`src/core/acdsc_pkg.sv`:
```
// Constants and types of the accessory detect switch controller
package acdsc_pkg;

    // ************************************************************
    // Register offsets
    // ************************************************************
    localparam logic [7:0] ADDR_CONTROL = 8'h02;
    localparam logic [7:0] ADDR_INT1 = 8'h03;
    localparam logic [7:0] ADDR_ADC = 8'h07;
    localparam logic [7:0] ADDR_DEV1 = 8'h09;
    localparam logic [7:0] ADDR_DEV2 = 8'h0a;
    localparam logic [7:0] ADDR_MANSW = 8'h13;
    localparam logic [7:0] ADDR_RESET = 8'h1b;
    localparam logic [7:0] ADDR_GPO = 8'h1c;
    localparam logic [7:0] ADDR_LDO1 = 8'h1d;
    localparam logic [7:0] ADDR_LDO2 = 8'h1e;

    // ************************************************************
    // Field positions and reset values
    // ************************************************************
    localparam int CTRL_MASK_BIT = 0;
    localparam int CTRL_AUTO_BIT = 2;
    localparam logic [7:0] CTRL_RST = 8'h05;
    localparam int INT1_ATTACH_BIT = 0;
    localparam int INT1_DETACH_BIT = 1;
    localparam int RESET_BIT = 0;
    localparam int MSW_JIG_BIT = 0;
    localparam int MSW_DP_LSB = 2;
    localparam int MSW_DM_LSB = 5;
    localparam int GPO_LVL1_BIT = 0;
    localparam int GPO_LVL2_BIT = 1;
    localparam int GPO_OD1_BIT = 2;
    localparam int GPO_OD2_BIT = 3;
    localparam int GPO_REFEN_BIT = 4;
    localparam int LDO_EN_BIT = 7;
    localparam logic [7:0] REG_ZERO = 8'h00;
    localparam int DEV1_SDP_BIT = 0;
    localparam int DEV1_CDP_BIT = 1;
    localparam int DEV1_DCP_BIT = 2;
    localparam int DEV1_TA_BIT = 3;
    localparam int DEV2_JUSB_OFF_BIT = 0;
    localparam int DEV2_JUSB_ON_BIT = 1;
    localparam int DEV2_JUART_OFF_BIT = 2;
    localparam int DEV2_JUART_ON_BIT = 3;
    localparam int DEV2_UNKNOWN_BIT = 4;

    // Switch path codes for one data line
    localparam logic [2:0] PATH_OPEN = 3'h0;
    localparam logic [2:0] PATH_HOST_A = 3'h1;
    localparam logic [2:0] PATH_HOST_B = 3'h2;

    // ************************************************************
    // Identification codes and regulator steps
    // ************************************************************
    localparam logic [4:0] ID_CHARGER = 5'h17;
    localparam logic [4:0] ID_JIG_USB_OFF = 5'h18;
    localparam logic [4:0] ID_JIG_USB_ON = 5'h19;
    localparam logic [4:0] ID_JIG_UART_OFF = 5'h1c;
    localparam logic [4:0] ID_JIG_UART_ON = 5'h1d;
    localparam logic [4:0] ID_OPEN = 5'h1f;
    localparam int LDO_MIN_MV = 1800;
    localparam int LDO_MAX_MV = 3600;
    localparam int LDO_STEP_MV = 100;
    localparam logic [4:0] LDO_CODE_MAX = 5'((LDO_MAX_MV - LDO_MIN_MV) / LDO_STEP_MV);

    // ************************************************************
    // Timing
    // ************************************************************
    localparam int CLK_MHZ = 40;
    localparam int DEB_CYC = 16;
    localparam int T_PRIM_DET_US = 40000;
    localparam int PRIM_DET_CYC = T_PRIM_DET_US * CLK_MHZ;
    localparam int BC_CNT_W = 21;

    // ************************************************************
    // Accessory classes
    // ************************************************************
    typedef enum logic [3:0] {
        ACC_NONE = 4'h0,
        ACC_SDP = 4'h1,
        ACC_CDP = 4'h2,
        ACC_DCP = 4'h3,
        ACC_CHARGER = 4'h4,
        ACC_JIG_USB_OFF = 4'h5,
        ACC_JIG_USB_ON = 4'h6,
        ACC_JIG_UART_OFF = 4'h7,
        ACC_JIG_UART_ON = 4'h8,
        ACC_UNKNOWN = 4'h9
    } acdsc_class_e;

endpackage

```
`src/core/acdsc_cls_if.sv`:
```
// Interface carrying detection results from the classifier to the controller
`timescale 1ns/1ps
interface acdsc_cls_if;
    import acdsc_pkg::*;
    logic result;
    acdsc_class_e cls;
    logic [4:0] code;
    modport src (output result, output cls, output code);
    modport dst (input result, input cls, input code);
endinterface

```
`src/core/acdsc_classify.sv`:
```
// Accessory classifier: input settling filter, charger port detection, class decode
`timescale 1ns/1ps
module acdsc_classify #(
    parameter int PRIM_CYC = acdsc_pkg::PRIM_DET_CYC
) (
    // Clock and reset
    input wire logic clk,
    input wire logic rst_n,
    // Sensed connector state
    input wire logic conn_bus_power,
    input wire logic [4:0] id_code,
    input wire logic data_short,
    input wire logic bc_resp,
    // Charger detection source drive
    output logic bc_src_en,
    // Result towards the controller
    acdsc_cls_if.src res
);
    import acdsc_pkg::*;

    typedef enum logic [1:0] {
        CS_FILTER = 2'b01,
        CS_BCDET = 2'b10
    } acdsc_cst_e;

    typedef struct packed {
        acdsc_cst_e st;
        logic [6:0] smp;
        logic [6:0] done;
        logic done_valid;
        logic [4:0] deb_cnt;
        logic [BC_CNT_W-1:0] bc_cnt;
        acdsc_class_e cls;
        logic [4:0] code;
        logic result;
        logic src_en;
    } acdsc_cls_s;

    acdsc_cls_s s_r;
    acdsc_cls_s s_nxt;
    logic [6:0] raw;
    logic changed;
    logic stable;

    // Decode of a settled identification code and bus power state
    function automatic acdsc_class_e decode(input logic [4:0] c, input logic vb,
                                            input logic sh);
        acdsc_class_e r;
        case (c)
            ID_CHARGER: r = vb ? ACC_CHARGER : ACC_NONE;
            ID_JIG_USB_OFF: r = ACC_JIG_USB_OFF;
            ID_JIG_USB_ON: r = ACC_JIG_USB_ON;
            ID_JIG_UART_OFF: r = ACC_JIG_UART_OFF;
            ID_JIG_UART_ON: r = ACC_JIG_UART_ON;
            ID_OPEN: r = !vb ? ACC_NONE : (sh ? ACC_DCP : ACC_SDP);
            default: r = ACC_UNKNOWN;
        endcase
        return r;
    endfunction

    // Settling filter and detection sequence
    always_comb begin
        raw = {conn_bus_power, data_short, id_code};
        changed = (raw != s_r.smp);
        stable = !changed && (s_r.deb_cnt == 5'(DEB_CYC));
        s_nxt = s_r;
        s_nxt.result = 1'b0;
        s_nxt.smp = raw;
        if (changed) begin
            s_nxt.deb_cnt = 5'h00;
        end else if (s_r.deb_cnt != 5'(DEB_CYC)) begin
            s_nxt.deb_cnt = s_r.deb_cnt + 5'h01;
        end
        case (s_r.st)
            CS_FILTER: begin
                s_nxt.src_en = 1'b0;
                // A new settled code re-evaluates even while attached
                if (stable && (!s_r.done_valid || raw != s_r.done)) begin
                    s_nxt.done = raw;
                    s_nxt.done_valid = 1'b1;
                    s_nxt.code = id_code;
                    if (id_code == ID_OPEN && conn_bus_power && !data_short) begin
                        s_nxt.st = CS_BCDET;
                        s_nxt.bc_cnt = '0;
                        s_nxt.src_en = 1'b1;
                    end else begin
                        s_nxt.cls = decode(id_code, conn_bus_power, data_short);
                        s_nxt.result = 1'b1;
                    end
                end
            end
            CS_BCDET: begin
                if (changed) begin
                    // Abandon and settle again
                    s_nxt.st = CS_FILTER;
                    s_nxt.src_en = 1'b0;
                    s_nxt.done_valid = 1'b0;
                end else if (s_r.bc_cnt == BC_CNT_W'(PRIM_CYC - 1)) begin
                    s_nxt.cls = bc_resp ? ACC_CDP : ACC_SDP;
                    s_nxt.result = 1'b1;
                    s_nxt.st = CS_FILTER;
                    s_nxt.src_en = 1'b0;
                end else begin
                    s_nxt.bc_cnt = s_r.bc_cnt + BC_CNT_W'(1);
                end
            end
            default: begin
                s_nxt.st = CS_FILTER;
                s_nxt.src_en = 1'b0;
            end
        endcase
    end

    // State register
    always_ff @(posedge clk or negedge rst_n) begin
        if (!rst_n) begin
            s_r <= '{st: CS_FILTER, cls: ACC_NONE, default: '0};
        end else begin
            s_r <= s_nxt;
        end
    end

    assign bc_src_en = s_r.src_en;
    assign res.result = s_r.result;
    assign res.cls = s_r.cls;
    assign res.code = s_r.code;

endmodule

```
`src/core/acdsc_top.sv`:
```
// Accessory detect and switch controller: registers, switching, interrupt, outputs
//
// Function
// Factory codes set factory switch paths with no processor action.
// A new factory code while attached reconfigures switches, no detach.
// UART jig routes connector pair to second host pair.
// USB jig routes connector pair to primary host pair.
// Charger codes detect only with valid bus power.
// Resistance between ranges reports an adjacent code.
// A detection result updates status, then asserts the interrupt.
// Interrupt output goes low on a detection change.
// Processor reads event flags before status registers.
// USB and chargers in first type register; factory, unknown in second.
// Bus power with charger code reports travel adapter; data unchecked.
// Bus power, open code, shorted data lines report dedicated charger.
// Bus power, open identification, host lines use charger procedure for CDP/SDP.
// Downstream ports connect data lines to primary host.
// Dedicated charging port keeps host switches open.
// Switches set automatically from detection, or manually.
// Manual mode: switch register sets data switches and jig output.
// Factory switches wait for processor I/O supply.
// Outputs default push-pull; select bit high makes them open-drain.
// Regulator codes span 1.8 V to 3.6 V in 100 mV steps.
// Processor enables reference at least 20 ms before any regulator.
// Interrupt masked until processor clears control mask bit.
// Identification resistance gives a 5-bit code shown with the interrupt.
// Interrupt returns high after flag read with nothing pending.
`timescale 1ns/1ps
module acdsc_top #(
    parameter int PRIM_CYC = acdsc_pkg::PRIM_DET_CYC
) (
    // Clock and reset
    input wire logic clk,
    input wire logic resetn,
    // Sensed connector state
    input wire logic conn_bus_power,
    input wire logic [4:0] conn_ident_code,
    input wire logic conn_data_short,
    input wire logic bc_resp,
    input wire logic proc_io_supply,
    // Register access from the serial slave
    input wire logic [7:0] reg_addr,
    input wire logic reg_wr,
    input wire logic [7:0] reg_wdata,
    input wire logic reg_rd,
    output logic [7:0] reg_rdata,
    // Interrupt
    output logic irq_out_n,
    // Data switches
    output logic sw_pos_host_a,
    output logic sw_neg_host_a,
    output logic sw_pos_host_b,
    output logic sw_neg_host_b,
    // Jig output, open drain
    output logic jig_o,
    output logic jig_oe_n,
    // Charger detection source drive
    output logic bc_src_en,
    // General outputs and regulators
    output logic [1:0] gpo_o,
    output logic [1:0] gpo_oe_n,
    output logic ref_en,
    output logic [4:0] ldo1_set,
    output logic [4:0] ldo2_set,
    output logic [1:0] ldo_en
);
    import acdsc_pkg::*;

    // ************************************************************
    // State
    // ************************************************************
    typedef struct packed {
        logic [7:0] ctrl;
        logic [7:0] int1;
        logic [7:0] dev1;
        logic [7:0] dev2;
        logic [7:0] mansw;
        logic [7:0] gpo;
        logic [7:0] ldo1;
        logic [7:0] ldo2;
        logic [4:0] adc;
        acdsc_class_e cls;
        logic [7:0] rdata;
        logic irq_n;
        logic [3:0] sw;
        logic jig_oe_n;
        logic [1:0] gpo_o;
        logic [1:0] gpo_oe_n;
    } acdsc_regs_s;

    localparam acdsc_regs_s REGS_RST = '{
        ctrl: CTRL_RST,
        cls: ACC_NONE,
        irq_n: 1'b1,
        jig_oe_n: 1'b1,
        default: '0
    };

    acdsc_regs_s s_r;
    acdsc_regs_s s_nxt;
    logic rst_meta_r;
    logic rst_sync_r;
    logic [2:0] dp_path;
    logic [2:0] dm_path;
    logic jig_drive;
    logic is_jig;
    logic [7:0] rd_val;

    acdsc_cls_if cls_if ();

    // ************************************************************
    // Reset release
    // ************************************************************
    // Two-stage release of the asynchronous reset
    always_ff @(posedge clk or negedge resetn) begin
        if (!resetn) begin
            rst_meta_r <= 1'b0;
            rst_sync_r <= 1'b0;
        end else begin
            rst_meta_r <= 1'b1;
            rst_sync_r <= rst_meta_r;
        end
    end

    // ************************************************************
    // Classifier
    // ************************************************************
    acdsc_classify #(
        .PRIM_CYC(PRIM_CYC)
    ) u_classify (
        .clk(clk),
        .rst_n(rst_sync_r),
        .conn_bus_power(conn_bus_power),
        .id_code(conn_ident_code),
        .data_short(conn_data_short),
        .bc_resp(bc_resp),
        .bc_src_en(bc_src_en),
        .res(cls_if.src)
    );

    // Clamp a written regulator code to the top of the voltage span
    function automatic logic [7:0] ldo_clamp(input logic [7:0] w);
        logic [4:0] c;
        c = (w[4:0] > LDO_CODE_MAX) ? LDO_CODE_MAX : w[4:0];
        return {w[LDO_EN_BIT], 2'h0, c};
    endfunction

    // ************************************************************
    // Switch path selection
    // ************************************************************
    // Automatic paths from the current class, or manual paths from the register
    always_comb begin
        is_jig = s_r.cls inside {ACC_JIG_USB_OFF, ACC_JIG_USB_ON, ACC_JIG_UART_OFF,
                                 ACC_JIG_UART_ON};
        dp_path = PATH_OPEN;
        dm_path = PATH_OPEN;
        jig_drive = 1'b0;
        if (s_r.ctrl[CTRL_AUTO_BIT]) begin
            case (s_r.cls)
                ACC_SDP, ACC_CDP: begin
                    dp_path = PATH_HOST_A;
                    dm_path = PATH_HOST_A;
                end
                ACC_JIG_USB_OFF, ACC_JIG_USB_ON: begin
                    dp_path = proc_io_supply ? PATH_HOST_A : PATH_OPEN;
                    dm_path = proc_io_supply ? PATH_HOST_A : PATH_OPEN;
                end
                ACC_JIG_UART_OFF, ACC_JIG_UART_ON: begin
                    dp_path = proc_io_supply ? PATH_HOST_B : PATH_OPEN;
                    dm_path = proc_io_supply ? PATH_HOST_B : PATH_OPEN;
                end
                default: begin
                    dp_path = PATH_OPEN;
                    dm_path = PATH_OPEN;
                end
            endcase
            jig_drive = is_jig && proc_io_supply;
        end else begin
            dp_path = s_r.mansw[MSW_DP_LSB +: 3];
            dm_path = s_r.mansw[MSW_DM_LSB +: 3];
            jig_drive = s_r.mansw[MSW_JIG_BIT];
        end
    end

    // ************************************************************
    // Register read mux
    // ************************************************************
    always_comb begin
        case (reg_addr)
            ADDR_CONTROL: rd_val = s_r.ctrl;
            ADDR_INT1: rd_val = s_r.int1;
            ADDR_ADC: rd_val = {3'h0, s_r.adc};
            ADDR_DEV1: rd_val = s_r.dev1;
            ADDR_DEV2: rd_val = s_r.dev2;
            ADDR_MANSW: rd_val = s_r.mansw;
            ADDR_GPO: rd_val = s_r.gpo;
            ADDR_LDO1: rd_val = s_r.ldo1;
            ADDR_LDO2: rd_val = s_r.ldo2;
            default: rd_val = REG_ZERO;
        endcase
    end

    // ************************************************************
    // Next state
    // ************************************************************
    always_comb begin
        s_nxt = s_r;
        s_nxt.rdata = reg_rd ? rd_val : s_r.rdata;
        // Reading the flag register clears it; new events below win
        if (reg_rd && reg_addr == ADDR_INT1) begin
            s_nxt.int1 = REG_ZERO;
        end
        // Register writes
        if (reg_wr) begin
            case (reg_addr)
                ADDR_CONTROL: s_nxt.ctrl = reg_wdata;
                ADDR_MANSW: s_nxt.mansw = reg_wdata;
                ADDR_GPO: s_nxt.gpo = {3'h0, reg_wdata[4:0]};
                ADDR_LDO1: s_nxt.ldo1 = ldo_clamp(reg_wdata);
                ADDR_LDO2: s_nxt.ldo2 = ldo_clamp(reg_wdata);
                default: ;
            endcase
        end
        // Detection result: status first, interrupt the cycle after
        if (cls_if.result) begin
            s_nxt.cls = cls_if.cls;
            s_nxt.adc = cls_if.code;
            s_nxt.dev1 = REG_ZERO;
            s_nxt.dev2 = REG_ZERO;
            case (cls_if.cls)
                ACC_SDP: s_nxt.dev1[DEV1_SDP_BIT] = 1'b1;
                ACC_CDP: s_nxt.dev1[DEV1_CDP_BIT] = 1'b1;
                ACC_DCP: s_nxt.dev1[DEV1_DCP_BIT] = 1'b1;
                ACC_CHARGER: s_nxt.dev1[DEV1_TA_BIT] = 1'b1;
                ACC_JIG_USB_OFF: s_nxt.dev2[DEV2_JUSB_OFF_BIT] = 1'b1;
                ACC_JIG_USB_ON: s_nxt.dev2[DEV2_JUSB_ON_BIT] = 1'b1;
                ACC_JIG_UART_OFF: s_nxt.dev2[DEV2_JUART_OFF_BIT] = 1'b1;
                ACC_JIG_UART_ON: s_nxt.dev2[DEV2_JUART_ON_BIT] = 1'b1;
                ACC_UNKNOWN: s_nxt.dev2[DEV2_UNKNOWN_BIT] = 1'b1;
                default: ;
            endcase
            if (cls_if.cls != ACC_NONE) begin
                s_nxt.int1[INT1_ATTACH_BIT] = 1'b1;
            end else if (s_r.cls != ACC_NONE) begin
                s_nxt.int1[INT1_DETACH_BIT] = 1'b1;
            end
        end
        // Active-low interrupt from pending flags, held off by the mask
        s_nxt.irq_n = !(!s_r.ctrl[CTRL_MASK_BIT] && (s_r.int1 != REG_ZERO));
        // Switch and jig outputs
        s_nxt.sw = {dm_path == PATH_HOST_B, dp_path == PATH_HOST_B,
                    dm_path == PATH_HOST_A, dp_path == PATH_HOST_A};
        s_nxt.jig_oe_n = !jig_drive;
        // General outputs: open-drain mode drives only low
        s_nxt.gpo_o = {s_r.gpo[GPO_LVL2_BIT], s_r.gpo[GPO_LVL1_BIT]};
        s_nxt.gpo_oe_n[0] = s_r.gpo[GPO_OD1_BIT] & s_r.gpo[GPO_LVL1_BIT];
        s_nxt.gpo_oe_n[1] = s_r.gpo[GPO_OD2_BIT] & s_r.gpo[GPO_LVL2_BIT];
        // Software reset restores every register and output except the classifier state and bc_src_en
        if (reg_wr && reg_addr == ADDR_RESET && reg_wdata[RESET_BIT]) begin
            s_nxt = REGS_RST;
        end
    end

    // State register
    always_ff @(posedge clk or negedge rst_sync_r) begin
        if (!rst_sync_r) begin
            s_r <= REGS_RST;
        end else begin
            s_r <= s_nxt;
        end
    end

    // ************************************************************
    // Outputs
    // ************************************************************
    assign reg_rdata = s_r.rdata;
    assign irq_out_n = s_r.irq_n;
    assign sw_pos_host_a = s_r.sw[0];
    assign sw_neg_host_a = s_r.sw[1];
    assign sw_pos_host_b = s_r.sw[2];
    assign sw_neg_host_b = s_r.sw[3];
    assign jig_o = 1'b0; // Pulls low only
    assign jig_oe_n = s_r.jig_oe_n;
    assign gpo_o = s_r.gpo_o;
    assign gpo_oe_n = s_r.gpo_oe_n;
    assign ref_en = s_r.gpo[GPO_REFEN_BIT];
    assign ldo1_set = s_r.ldo1[4:0];
    assign ldo2_set = s_r.ldo2[4:0];
    assign ldo_en = {s_r.ldo2[LDO_EN_BIT], s_r.ldo1[LDO_EN_BIT]};

endmodule

```
`config.mk`:
```
export PLATFORM = sky130hd
export DESIGN_NAME = acdsc_top
export DESIGN_NICKNAME = d
export VERILOG_FILES = /design/src/core/acdsc_pkg.sv /design/src/core/acdsc_cls_if.sv /design/src/core/acdsc_classify.sv /design/src/core/acdsc_top.sv
export SDC_FILE = /design/constraint.sdc
export NUM_CORES = 1
export LEC_CHECK = 0
export ABC_AREA = 0
export BUFFER_PORTS_ARGS = -buffer_cell sky130_fd_sc_hd__buf_4
export CORE_ASPECT_RATIO = 0.9
export CORE_MARGIN = 1
export CORE_UTILIZATION = 50
export DETAILED_ROUTE_END_ITERATION = 12
export PLACE_DENSITY = 0.69
export SLEW_MARGIN = 20
export SYNTH_ARGS = -nofsm -noshare
export SYNTH_HDL_FRONTEND = slang
export SYNTH_HIERARCHICAL = 1
export SYNTH_SLANG_ARGS = --single-unit
```
`constraint.sdc`:
```
create_clock -name clk -period 4.1 [get_ports clk]
set_clock_uncertainty 0.05 [all_clocks]
set_input_delay 0.41 -clock clk [delete_from_list [all_inputs] [get_ports clk]]
set_output_delay 0.41 -clock clk [all_outputs]
set_load 0.01 [all_outputs]
```
## Yosys cells after proc, flatten, opt, wreduce, memory -nomap -nowiden

Cells that the tools add are included.

- Eq/ne operators: 50
- Bitwise logic cells: 2
- Add/sub/neg operators: 2
- Reduce and logical (&&, ||, !) cells: 44
- Order comparisons: 1
- Mux-type cells: 61

Operators by type and width:

| kind | number |
|---|---|
| $mux 91 | 1 |
| $pmux 8 s9 | 1 |
| $mux 32 | 2 |
| $mux 8 | 8 |
| $pmux 25 s2 | 1 |
| $mux 21 | 2 |
| $eq 8x5->1 const B | 5 |
| $eq 5x5->1 const B | 7 |
| $eq 4x3->1 const B | 7 |
| $mux 25 | 1 |
| $pmux 4 s6 | 1 |
| $reduce_bool 2->1 | 11 |
| $add 21x1->21 const B | 1 |
| $eq 21x21->1 const B | 1 |
| $mux 1 | 20 |
| $mux 18 | 1 |
| $mux 2 | 9 |
| $eq 8x2->1 const B | 2 |
| $eq 8x4->1 const B | 2 |
| $mux 5 | 3 |
| $ne 7x7->1 | 2 |
| $eq 4x2->1 const B | 3 |
| $eq 4x4->1 const B | 3 |
| $reduce_and 2->1 | 6 |
| other kinds (27) | 60 |

- Word-level logic and storage cells: 189
- Register bits after elaboration: 147
- Output and inout bits: 33
- Input bits: 29

## Depth between registers and ports, before layout

- Depth in word-level cells: 7
- Depth in mapped cells: 9
- Depth with buffers taken out: 8

## By module

Netlist, hierarchy kept.

Modules (own cells, without submodules):

| module | cells each | area an instance (um^2) | times used | sequential area each (um^2) |
|---|---|---|---|---|
| acdsc_top | 375 | 3812.4 | 1 | 1831.8 |
| acdsc_classify | 284 | 2723.9 | 1 | 1227.4 |

## Least setup slack after synthesis

No wires, ideal clock.

- Path kind: in2reg
- Start: input conn_ident_code[0]
- End: register u_classify/s_r[29] in the netlist's numbering
- Required time: 3.958 ns
- Arrival: 2.146 ns
- Path buffers: 2
- Setup time: 0.092 ns
- Slack: 1.812 ns
- Stages on the path: 8
- Path through: buf_2 -> nand4_1 -> nor3_2 -> o211ai_1 -> a2111o_1 -> or2_0 -> buf_2 -> o31ai_2

- Cells in the longest elaborated chain, start to end: 6
- Elaborated cells between the ends (all ways): 13
- Classes of those cells: eq/ne (6); reduce/logical (7)

RTL lines:

| element | line | RTL |
|---|---|---|
| start: declaration | acdsc_top.sv:37 | `input wire logic [4:0] conn_ident_code,` |
| $ne 7x7->1 | acdsc_classify.sv:64 | `changed = (raw != s_r.smp);` |
| $logic_not 1->1 | acdsc_classify.sv:65 | `stable = !changed && (s_r.deb_cnt == 5'(DEB_CYC));` |
| $logic_and 1x1->1 | acdsc_classify.sv:65 |  |
| $logic_and 1x1->1 | acdsc_classify.sv:78 | `if (stable && (!s_r.done_valid \|\| raw != s_r.done)) begin` |
| $ne 2x1->1 (no source line) | -- |  |
| $reduce_and 5->1 (no source line) * | -- |  |
| end signal: assignment | acdsc_classify.sv:119 | `s_r <= s_nxt;` |
| end: declaration | acdsc_classify.sv:39 | `acdsc_cls_s s_r;` |

Mark *: on every way between the ends. The rest lies on a longest branch, timed or not.
A chain may end at the register's enable or synchronous reset.

## Worst setup path in the final report

- Start: register u_classify/s_r[23] in the netlist's numbering
- End: register u_classify/s_r[22] in the netlist's numbering

- Cells in the longest elaborated chain, start to end: 3

RTL lines:

| element | line | RTL |
|---|---|---|
| $eq 21x21->1 | acdsc_classify.sv:98 | `end else if (s_r.bc_cnt == BC_CNT_W'(PRIM_CYC - 1)) begin` |
| $ne 2x2->1 (no source line) | -- |  |
| $reduce_and 5->1 (no source line) | -- |  |

No other way between the ends.

==> flow_metrics.env <==
export IMPL_timing_final_ws_setup_ps=1280
export IMPL_start_kind="flip-flop"
export IMPL_synth_async_reset_ratio=1.00
export IMPL_portBuffers=60
export IMPL_stdcell_area_mm2=0.00745
export IMPL_synth_edf_count=0
export IMPL_cts_buffer_depth=2
export IMPL_clk_latency_ps=420
export IMPL_die_h_um=110
export IMPL_synth_area_leader_cell="dfrtp_1"
export IMPL_cts_sinks=122
export IMPL_die_x_um=123
export IMPL_initial_core_util=0.513
export IMPL_powerDensity_mw_per_mm2=394
export IMPL_maxCapViolCount=0
export IMPL_vias=5220
export IMPL_grt_first_pass_wirelength_mm=25.9
export IMPL_syn2layout_area_growth_pct=14.0
export IMPL_nets=712
export IMPL_place_hpwl_mm=10.8
export IMPL_netlist_instances=659
export IMPL_syn_area_per_cell_um2=9.92
export IMPL_via_per_inst=6.11
export IMPL_critPathMaxFanout=24
export IMPL_hold_viol=0
export IMPL_grt_pass1_vias=5107
export IMPL_synth_top_area_share=0.448
export IMPL_clkTransAtPathRegs_ps=50
export IMPL_synth_main_ff_cell="dfrtp_1"
export IMPL_layout_drive_gt1_share=0.204
export IMPL_crit_type="flip-flop to flip-flop"
export IMPL_antenna_cells=0
export IMPL_synth_cell_types=74
export IMPL_fin_crit_ps=2820
export IMPL_ys_seq_area_frac=0.468
export IMPL_hp_class="primary input to flip-flop"
export IMPL_rsz0062_at_grt="no"
export IMPL_ant_nets=0
export IMPL_required_ps=4330
export IMPL_dieArea_mm2=0.0135
export IMPL_synth_most_common_cell="dfrtp_1"
export IMPL_synth_area_mm2=0.00654
export IMPL_core_area_mm2=0.0127
export IMPL_hold_ws_ps=115
export IMPL_finalPower_mw=2.93
export IMPL_wire_per_inst_um=18.3
export IMPL_p_leak_nw=3.23
export IMPL_finalCritPeriodShare=0.689
export IMPL_routed_wl_mm=15.7
export IMPL_numCtsBuffers=17
export IMPL_drv_slew=0
export IMPL_worstPathArrival_ps=3060
export IMPL_setup_viol=0
export IMPL_tightest_slew_ps=934
export IMPL_grt_util_all_layers=0.247
export IMPL_ys_ff_latch=122
export IMPL_grt_max_degree=87
export IMPL_status="complete, no violations"
export IMPL_drt_pass1_iter_count=5
export IMPL_cts_root_buffer="clkbuf_16"
export IMPL_synth_nets=693
export IMPL_drcViolationCount=0
export IMPL_rows=39
export IMPL_post_cts_setup_buffer_count=0
export IMPL_dp_worst_setup_slack_ps=1310
export IMPL_yosys_warnings=6
export IMPL_gp_congestion=0.889
export IMPL_tns_ps=0
export IMPL_tritoncts="built"
export IMPL_drt_iter0_drc=386
export IMPL_ios=62
export IMPL_max_freq_mhz=354
export IMPL_slew_headroom=0.372
export IMPL_synth_common_cells="117 x dfrtp_1, 48 x nand2_1, 42 x nor2_1"
export IMPL_synthTopCellsByArea="dfrtp_1 45%, buf_4 4.1%, mux2i_1 3.2%, nand2_1 2.8%, nor2_1 2.4%"
export IMPL_htreeDepth=4
export IMPL_max_vdd_ir_drop_mv=0.354
export IMPL_gr_total_overflow=0
export IMPL_place_area_mm2=0.00681
export IMPL_end_kind="flip-flop"
export IMPL_antenna_found_initial=0
## cell usage in the layout (no fill, tap or decap), types with 5 or more instances in the layout
| master | Yosys | layout |
|---|---|---|
| dfrtp_1 | 117 | 116 |
| buf_4 | 36 | 67 |
| nand2_1 | 48 | 48 |
| nor2_1 | 42 | 42 |
| nand3_1 | 31 | 31 |
| a21oi_1 | 29 | 29 |
| o21ai_1 | 29 | 29 |
| o21ai_0 | 24 | 24 |
| mux2i_1 | 21 | 21 |
| clkbuf_16 | 0 | 17 |
| a22o_1 | 16 | 16 |
| nand2b_1 | 15 | 15 |
| nand4_1 | 14 | 14 |
| xnor2_1 | 13 | 13 |
| and2_1 | 12 | 12 |
| inv_1 | 12 | 12 |
| and3_1 | 11 | 11 |
| nor2b_1 | 10 | 10 |
| nor3_1 | 10 | 10 |
| a22o_2 | 7 | 7 |
| o31ai_1 | 7 | 7 |
| mux2_2 | 7 | 7 |
| nor4_1 | 7 | 6 |
| o211ai_1 | 6 | 6 |
| clkinv_2 | 0 | 6 |
| xor2_1 | 6 | 6 |
| a32o_1 | 5 | 5 |
| mux2_1 | 5 | 5 |
| clkbuf_8 | 0 | 5 |
| dfstp_2 | 5 | 5 |
| ha_1 | 5 | 5 |
## power breakdown
| group | total, mW | switching, mW | internal [mW] |
|---|---|---|---|
| Combinational | 0.183 | 0.107 | 0.0755 |
| Clock | 1.48 | 0.511 | 0.967 |
| Sequential | 1.27 | 0.0339 | 1.24 |
| Total | 2.93 | 0.652 | 2.28 |
## worst max-delay path, stage by stage, from the launching register on
cell,delay [ps]
dfrtp_1,470
or4b_1,520
nor4_2,380
and3_1,210
a2111o_1,100
buf_4,260
or2_0,540
o21ai_1,150
## layer usage
layer	up-vias	wire length [µm]	GRT usage	part of all wire
met1	2562	6850	0.330	0.44
met3	31	982	0.0661	0.063
met2	213	7410	0.376	0.47
met5	-	0	0	0
li1	2414	-	-	-
met4	0	439	0.108	0.028
## cells by family (layout without fill, tap and decap cells)
logic type / after synthesis / after routing / share of synthesized area
AOI/OAI and AO/OA: 166 / 166 / 0.178
xor gates and xnor gates: 19 / 19 / 0.0255
adders and majority gates: 5 / 5 / 0.00957
buffers and inverters: 81 / 113 / 0.0735
DFF: 122 / 122 / 0.468
muxes: 33 / 33 / 0.0528
other: 2 / 2 / 0.00115
and+or+nand+nor: 231 / 231 / 0.192
## state kept, by name, indices dropped and copies added (netlist names), 2 cells and up
signal / count
u_classify/res.cls: 4
gpo_o: 2
reg_rdata: 8
gpo_oe_n: 2
ldo2_set: 5
ldo1_set: 5
s_r: 40
u_classify/s_r: 43
ldo_en: 2
## what timing repair did
action	4_1_cts	5_1_grt
endpoints found under the setup margin	0	0
endpoints found under the hold margin	2	0
gates resized for setup	0	0
hold buffers	1	0
## layout make-up
class                      count  area [µm²]
clock inverter                 8        90.1
fill                        1078        5290
tap                          164         205
sequential                   122        3060
multi-input combinational    456        3000
clock buffer                  24         502
timing repair buffer          69         541
inverter                      12        45.0
## stage by stage
stage          cells  utilization
2_1_floorplan    659            -
3_3_place_gp     821        0.535
3_5_place_dp     821        0.535
4_1_cts          854        0.582
5_1_grt          855        0.585
6_report         855        0.585
## worst paths after layout
path	start	to	slack [ps]	depth (start not counted)
max	u_classify/s_r[23]$_DFFE_PN0P_	u_classify/s_r[22]$_DFFE_PN0P_	1280	7
min	conn_bus_power	u_classify/s_r[51]$_DFF_PN0_	110	1
max reg2reg	u_classify/s_r[23]$_DFFE_PN0P_	u_classify/s_r[22]$_DFFE_PN0P_	1280	7
min reg2reg	rst_sync_r$_DFF_PN0_	ldo1_set[2]$_DFFE_PN0P_	220	0
max in group asynchronous	rst_sync_r$_DFF_PN0_	jig_oe_n$_DFF_PN1_	3120	1
min in group asynchronous	rst_sync_r$_DFF_PN0_	ldo1_set[2]$_DFFE_PN0P_	220	0
Note: power is estimated with default switching activity, not from simulation.
